--- config.mk ---
export PLATFORM = sky130hd
export DESIGN_NAME = phy_status_and_power_control_regs
export DESIGN_NICKNAME = d
export VERILOG_FILES = /design/src/core/phy_regs_pkg.sv /design/src/core/phy_status_and_power_control_regs.sv
export SDC_FILE = /design/constraint.sdc
export NUM_CORES = 1
export LEC_CHECK = 0
export BUFFER_PORTS_ARGS = -buffer_cell sky130_fd_sc_hd__buf_2
export CAP_MARGIN = 0
export CORE_UTILIZATION = 40
export DETAILED_ROUTE_END_ITERATION = 7
export SLEW_MARGIN = 40
export SYNTH_ARGS = -nofsm -noshare
export SYNTH_HDL_FRONTEND = slang
export SYNTH_SLANG_ARGS = --single-unit
--- constraint.sdc ---
create_clock -name ref_clk -period 2.1 [get_ports ref_clk]
set_clock_uncertainty 0.2 [all_clocks]
set_input_delay 0.105 -clock ref_clk [delete_from_list [all_inputs] [get_ports ref_clk]]
set_output_delay 0.105 -clock ref_clk [all_outputs]
set_load 0.01 [all_outputs]
--- src/core/phy_regs_pkg.sv ---
// Constants and types for the PHY status and power control registers
package phy_regs_pkg;
  localparam int          ADDR_W            = 5;
  localparam logic [4:0]  STATUS_OFFSET     = 5'h10;
  localparam logic [4:0]  CONTROL_OFFSET    = 5'h11;
  localparam logic [15:0] STATUS_RESET      = 16'h0000;
  localparam logic [15:0] CONTROL_RESET     = 16'h0108;
  // Write mask clears reserved bit 10; low mask marks plain storage bits below the power fields
  localparam logic [15:0] CONTROL_WR_MASK   = 16'hfbff;
  localparam logic [15:0] CONTROL_LOW_MASK  = 16'h030f;
  localparam int          ST_LINK_BIT       = 0;
  localparam int          ST_SPEED_BIT      = 1;
  localparam int          ST_DUPLEX_BIT     = 2;
  localparam int          ST_LOOPBACK_BIT   = 3;
  localparam int          CT_CLKDIS_BIT     = 15;
  localparam int          CT_PSAVE_EN_BIT   = 14;
  localparam int          CT_MODE_HI        = 13;
  localparam int          CT_MODE_LO        = 12;
  localparam int          CT_SCR_BYPASS_BIT = 11;
  localparam int          CT_RSVD_BIT       = 10;
  localparam logic [1:0]  MODE_NORMAL       = 2'h0;
  localparam logic [1:0]  MODE_RESERVED     = 2'h1;
  localparam logic [1:0]  MODE_ACTIVE_SLEEP = 2'h2;
  localparam int          NLP_PERIOD_MS     = 1400;
  localparam int          CLK_MHZ           = 200;
  localparam int          NLP_PERIOD_CYCLES = NLP_PERIOD_MS * CLK_MHZ * 1000;

  typedef struct packed {
    logic loopback;
    logic fullDuplex;
    logic speed10;
    logic linkUp;
  } phy_status_in_t;

  typedef struct packed {
    logic              wrEn;
    logic              rdEn;
    logic [ADDR_W-1:0] addr;
    logic [15:0]       wrData;
  } mgmt_req_t;

  typedef enum logic [2:0] {
    PWR_ON     = 3'b001,
    PWR_SLEEP  = 3'b010,
    PWR_CLKOFF = 3'b100
  } pwr_state_t;
endpackage

--- src/core/phy_status_and_power_control_regs.sv ---
// Status and power control registers of the PHY management space
// Behaviour
// - Loopback status bit reads 1 during internal loopback, else 0.
// - Duplex status bit reads 1 for full duplex, 0 for half.
// - Speed status bit reads 0 at 100 Mbps, 1 at 10 Mbps.
// - Link status mirrors basic status link bit; reading never clears it.
// - Clock disable stops clocks only while in IEEE power-down.
// - Power-save enable lets selected mode act; cleared keeps normal.
// - Mode 0 is normal operation; mode 1 reserved, host avoids it.
// - Active sleep powers down all but management and energy detect, pulses.
// - Active sleep wakes automatically on detected energy, no write needed.
// - Scrambler bypass bit routes data around scrambler; resets to 0.
// - Status register resets to zero and sits at offset 0x10.
`timescale 1ns/10ps
`default_nettype none
module phy_status_and_power_control_regs
  import phy_regs_pkg::*;
#(
  parameter int NLP_CYCLES = NLP_PERIOD_CYCLES,
  parameter int CNT_W      = 32
) (
  input  wire logic           ref_clk,
  input  wire logic           resetn,
  input  wire mgmt_req_t      mgmtReq,
  output logic [15:0]         regRdData,
  input  wire phy_status_in_t statusIn,
  input  wire logic           ieeePowerDown,
  input  wire logic           energyPin,
  output logic                clocksOff,
  output logic                circuitsDown,
  output logic                nlpPulse,
  output logic                scramblerBypass
);
  // Pulse counter must hold the whole period and still pulse once a period
  if (NLP_CYCLES < 2 || CNT_W > 32 ||
      NLP_CYCLES >= (64'd1 << CNT_W)) begin : g_bad_nlp
    $error("NLP_CYCLES does not fit the pulse counter");
  end

  localparam logic [CNT_W-1:0] NLP_LAST = CNT_W'(NLP_CYCLES - 1);

  logic [15:0]      statusReg;
  logic [15:0]      next_statusReg;
  logic [15:0]      ctrl;
  logic [15:0]      next_ctrl;
  logic [15:0]      next_regRdData;
  logic [2:0]       energySync;
  logic             energyDet;
  logic             next_energyDet;
  logic             armed;
  logic             next_armed;
  pwr_state_t       state;
  pwr_state_t       next_state;
  logic [CNT_W-1:0] nlpCnt;
  logic [CNT_W-1:0] next_nlpCnt;
  logic             next_nlpPulse;
  logic             next_clocksOff;
  logic             next_circuitsDown;
  logic             next_scramblerBypass;
  logic [1:0]       mode;
  logic             ctrlWrite;
  logic             sleepReq;

  assign mode      = ctrl[CT_MODE_HI:CT_MODE_LO];
  assign ctrlWrite = mgmtReq.wrEn && mgmtReq.addr == CONTROL_OFFSET;
  // Mode 0 and reserved mode 1 both keep the device fully functional
  assign sleepReq  = ctrl[CT_PSAVE_EN_BIT]
                  && mode == MODE_ACTIVE_SLEEP;

  // Register file
  always_comb begin
    next_statusReg = STATUS_RESET;
    next_statusReg[ST_LOOPBACK_BIT] = statusIn.loopback;
    next_statusReg[ST_DUPLEX_BIT]   = statusIn.fullDuplex;
    next_statusReg[ST_SPEED_BIT]    = statusIn.speed10;
    // Plain mirror, so a read has no side effect on it
    next_statusReg[ST_LINK_BIT]     = statusIn.linkUp;
    next_ctrl = ctrl;
    if (ctrlWrite) begin
      next_ctrl = mgmtReq.wrData & CONTROL_WR_MASK;
    end
    next_regRdData = regRdData;
    if (mgmtReq.rdEn) begin
      case (mgmtReq.addr)
        STATUS_OFFSET:  next_regRdData = statusReg;
        CONTROL_OFFSET: next_regRdData = ctrl;
        default:        next_regRdData = 16'h0000;
      endcase
    end
  end

  always_ff @(posedge ref_clk) begin
    if (!resetn) begin
      statusReg <= STATUS_RESET;
      ctrl      <= CONTROL_RESET;
      regRdData <= 16'h0000;
    end else begin
      statusReg <= next_statusReg;
      ctrl      <= next_ctrl;
      regRdData <= next_regRdData;
    end
  end

  // Energy detect comes from the analog front end, so it is synchronised
  always_comb begin
    next_energyDet = energyDet;
    if (energySync[1] == energySync[2]) begin
      next_energyDet = energySync[2];
    end
  end

  always_ff @(posedge ref_clk) begin
    if (!resetn) begin
      energySync <= 3'h0;
      energyDet  <= 1'b0;
    end else begin
      energySync <= {energySync[1:0], energyPin};
      energyDet  <= next_energyDet;
    end
  end

  // Power state machine
  always_comb begin
    next_state           = state;
    next_armed           = armed;
    next_nlpCnt          = nlpCnt;
    next_nlpPulse        = 1'b0;
    // Any control write re-arms sleep after an automatic wake
    if (ctrlWrite) begin
      next_armed = 1'b1;
    end
    case (state)
      PWR_ON: begin
        next_nlpCnt = '0;
        if (ctrl[CT_CLKDIS_BIT] && ieeePowerDown) begin
          next_state = PWR_CLKOFF;
        end else if (sleepReq && armed && !energyDet) begin
          next_state = PWR_SLEEP;
        end
      end
      PWR_SLEEP: begin
        if (energyDet || !sleepReq) begin
          next_state = PWR_ON;
          next_armed = ctrlWrite;
          next_nlpCnt = '0;
        end else if (nlpCnt == NLP_LAST) begin
          next_nlpCnt   = '0;
          next_nlpPulse = 1'b1;
        end else begin
          next_nlpCnt = nlpCnt + 1'b1;
        end
      end
      PWR_CLKOFF: begin
        if (!(ctrl[CT_CLKDIS_BIT] && ieeePowerDown)) begin
          next_state = PWR_ON;
        end
      end
      default: next_state = PWR_ON;
    endcase
    next_clocksOff       = next_state == PWR_CLKOFF;
    next_circuitsDown    = next_state == PWR_SLEEP;
    next_scramblerBypass = ctrl[CT_SCR_BYPASS_BIT];
  end

  always_ff @(posedge ref_clk) begin
    if (!resetn) begin
      state           <= PWR_ON;
      armed           <= 1'b1;
      nlpCnt          <= '0;
      nlpPulse        <= 1'b0;
      clocksOff       <= 1'b0;
      circuitsDown    <= 1'b0;
      scramblerBypass <= 1'b0;
    end else begin
      state           <= next_state;
      armed           <= next_armed;
      nlpCnt          <= next_nlpCnt;
      nlpPulse        <= next_nlpPulse;
      clocksOff       <= next_clocksOff;
      circuitsDown    <= next_circuitsDown;
      scramblerBypass <= next_scramblerBypass;
    end
  end
endmodule
`default_nettype wire

==> impl_metrics.tcl <==
set metrics [dict create \
    synth_top_family_by_area "simple AND/OR/NAND/NOR gates" \
    dp_hpwl_um 4720 \
    multi_input_area_um2 1700 \
    path_max_fanout 19 \
    syn_inst 378 \
    outcome "finished clean" \
    finalHoldViolCount 0 \
    nFillCells 752 \
    pre_cts_slack_ns 0.111 \
    start_util 0.412 \
    ios 51 \
    portBuffers 48 \
    grt_pass1_wl_um 12400 \
    cts_sinks 78 \
    final_util 0.522 \
    power_density_nw_per_um2 643 \
    syn_avg_cell_area_um2 8.92 \
    ys_seq_area_frac 0.463 \
    clk_pin_slew_ns 0.08 \
    hold_depth 4 \
    synth_mux_area_frac 0.0134 \
    cp-end-kind "flop" \
    drive_above_1_share 0.204 \
    yosysUniqueCellTypes 42 \
    regArea_um2 1560 \
    grt_pass1_vias 2692 \
    ctsHtreeMaxLevel 3 \
    numCtsBuffers 9 \
    diodes 0 \
    p_leak_nw 1.62 \
    dpl-instance-area_um2 3770 \
    yosysTopAreaCell "dfxtp_1" \
    syn_to_final_growth_pct 26.5 \
    ant_nets 0 \
    final_cell_count_no_fill 571 \
    cts_root_buffer "clkbuf_8" \
    yosysWarnings 0 \
    drv_cap 0 \
    crit_type "reg2reg" \
    grt_setup_unrepaired "false" \
    finalWirelength_um 7060 \
    timing.rr.start "nlpCnt[0]" \
    finish.net_count 493 \
    slew_violations 0 \
    synthTopCellsByArea "dfxtp_1 46%, xor2_1 5.7%, nand2_1 5.5%" \
    clockBufferDepth 2 \
    ys.flop_type "dfxtp_1" \
    worstSkewPairLatency_ns 0.34 \
    grt_max_degree 29 \
    cts_setup_buffers 0 \
    synth_compound_area_frac 0.0772 \
    dieArea_um2 8800 \
    arrival_ns 1.95 \
    yosysTopAreaCellShare 0.463 \
    synth_fp_nets 410 \
    min_from "mgmtReq[22]" \
    wire_per_inst_um 12.4 \
    cts_tree "done" \
    fin_setup_tns_ns 0 \
    post_synth_xor_area_fraction 0.0835 \
    syn_area_um2 3370 \
    fmax_mhz 520 \
    drc 0 \
    std_cell_rows 33 \
    via_count 2787 \
    gp_congestion 0.756 \
    drt_iter0_drc 87 \
    finalCriticalPeriod_ns 1.92 \
    die_y_um 93.8 \
    setup_viol 0 \
    placed_cells 526 \
    synth_edf_count 0 \
    grt_overflow 0 \
    cp.required_ns 2.12 \
    die-width_um 93.8 \
    grt_usage 0.178 \
    start_kind "flop" \
    detail_route.first_pass.iterations 5 \
    antenna_found_initial 0 \
    vias_per_cell 4.88 \
    final.period_utilization 0.915 \
    design.core.area_um2 8180 \
    fin_ws_ns 0.178 \
    synthAdderAreaFrac 0.00371 \
    r2r-end "nlpCnt[18]" \
    rrSetupSlack_ns 0.18 \
    yosys.area_share.simple 0.322 \
    postSynth.asyncResetShare 0 \
    hold_class "in2reg" \
    max-vdd-ir-drop_uv 399 \
    design_area_um2 4270 \
    ff2ff_path_depth 7 \
    hold_end "armed" \
    ys_ff_latch 78 \
]
[routing by layer]
| layer | wire [um] | track usage | vias to the layer above |
|---|---|---|---|
| li1 | - | - | 1444 |
| met1 | 3540 | 0.237 | 1291 |
| met2 | 3160 | 0.280 | 44 |
| met3 | 235 | 0.0364 | 8 |
| met4 | 121 | 0.0731 | 0 |
| met5 | 0 | 0 | - |
[kinds of logic after synthesis]
logic type,count (synthesis)
compound gates,40
other cells,1
simple gates,198
fa+ha+maj,1
xor+xnor,30
mux,4
flops,78
buf+inv,26
[layout make-up]
| class | instances | share of cell area |
|---|---|---|
| tap | 105 | 0.0308 |
| clock inverter | 4 | 0.0106 |
| multi-input combinational | 274 | 0.399 |
| sequential | 78 | 0.366 |
| timing repair buffer | 94 | 0.154 |
| clock buffer | 12 | 0.0364 |
| inverter | 4 | 0.00352 |
[stage by stage]
step | hold WS [ns] | power (W)
final | 0.0295 | 0.00274
after CTS | 0.0110 | 0.00277
after global routing | 0.0571 | 0.00286
after detailed placement | 0.115 | 0.00161
after floorplan | 0.0292 | 0.00157
after global placement | 0.112 | 0.00161
[power breakdown]
group / internal (W) / leakage (nW) / total (W) / switching, W
Combinational: 0.0000713 / 0.886 / 0.000118 / 0.0000467
Sequential: 0.00149 / 0.630 / 0.00149 / 0.00000371
Clock: 0.000609 / 0.106 / 0.00113 / 0.000524
Total: 0.00217 / 1.62 / 0.00274 / 0.000575
[cell usage after synthesis, types with 2 or more instances]
library cell / instances
buf_2: 9
nand4b_1: 2
and3_1: 6
nor2_1: 35
a21oi_1: 14
nand2_1: 49
a21boi_0: 18
nor4_1: 4
and2_1: 13
o21ai_0: 3
nand4_1: 13
clkbuf_1: 10
xnor2_1: 7
mux2_2: 4
or3_1: 2
nand3_1: 25
nor3_1: 7
nor3b_1: 2
nor4_4: 2
dfxtp_1: 78
and4_1: 2
xor2_1: 22
nor2b_1: 22
nand2b_1: 4
nor4b_1: 3
buf_4: 3
inv_1: 4
[sequential cells by signal (all words and copies together), names as in the netlist, 3 cells and up]
| register | count |
|---|---|
| regRdData | 15 |
| energySync | 3 |
| state | 3 |
| ctrl | 15 |
| statusReg | 4 |
| nlpCnt | 32 |
[how the worst max path moves through the flow]
| stage | cells past startpoint | slack [ns] | endpoint | startpoint |
|---|---|---|---|---|
| floorplan | 6 | 0.29 | nlpCnt[10] | nlpCnt[0] |
| global placement | 7 | 0.19 | nlpCnt[2] | nlpCnt[0] |
| detailed placement | 7 | 0.11 | nlpCnt[18] | nlpCnt[0] |
| CTS | 7 | 0.09 | nlpCnt[18] | nlpCnt[0] |
| global route | 7 | 0.004 | nlpCnt[18] | nlpCnt[0] |
| finish | 7 | 0.18 | nlpCnt[18] | nlpCnt[0] |
[what timing repair did]
item / in CTS / in global routing
endpoints found under the setup margin: 0 / 19
hold buffers: 29 / 0
hold endpoints to repair: 30 / 0
gates resized for setup: 0 / 2
[worst max-delay path, stage by stage (launching register included)]
cell and delay [ns]:
dfxtp_1 0.38, ha_1 0.18, nand3_1 0.22, nor3_2 0.20
a31oi_1 0.15, a21oi_2 0.15, buf_4 0.25, nor2_1 0.07
[cell usage in the layout, fill, tap and decap left out, drive strengths merged, types with 3 or more instances in the layout]
cell         netlist  routed
xor2              22      22
nor2              35      35
buf               12      65
dfxtp             78      78
nand2b             4       4
mux2               4       4
dlygate4sd3        0      29
nand4             14      14
nor4b              4       4
nand3             26      26
xnor2              8       8
nor3               7       7
and2              13      13
o21ai              3       3
a21boi            18      18
nor4               6       6
clkinv             0       3
clkbuf            10      12
a21oi             15      15
nor2b             22      22
and3               6       6
inv                4       4
nand2             49      49
Note: power is estimated with default switching activity, not from simulation.
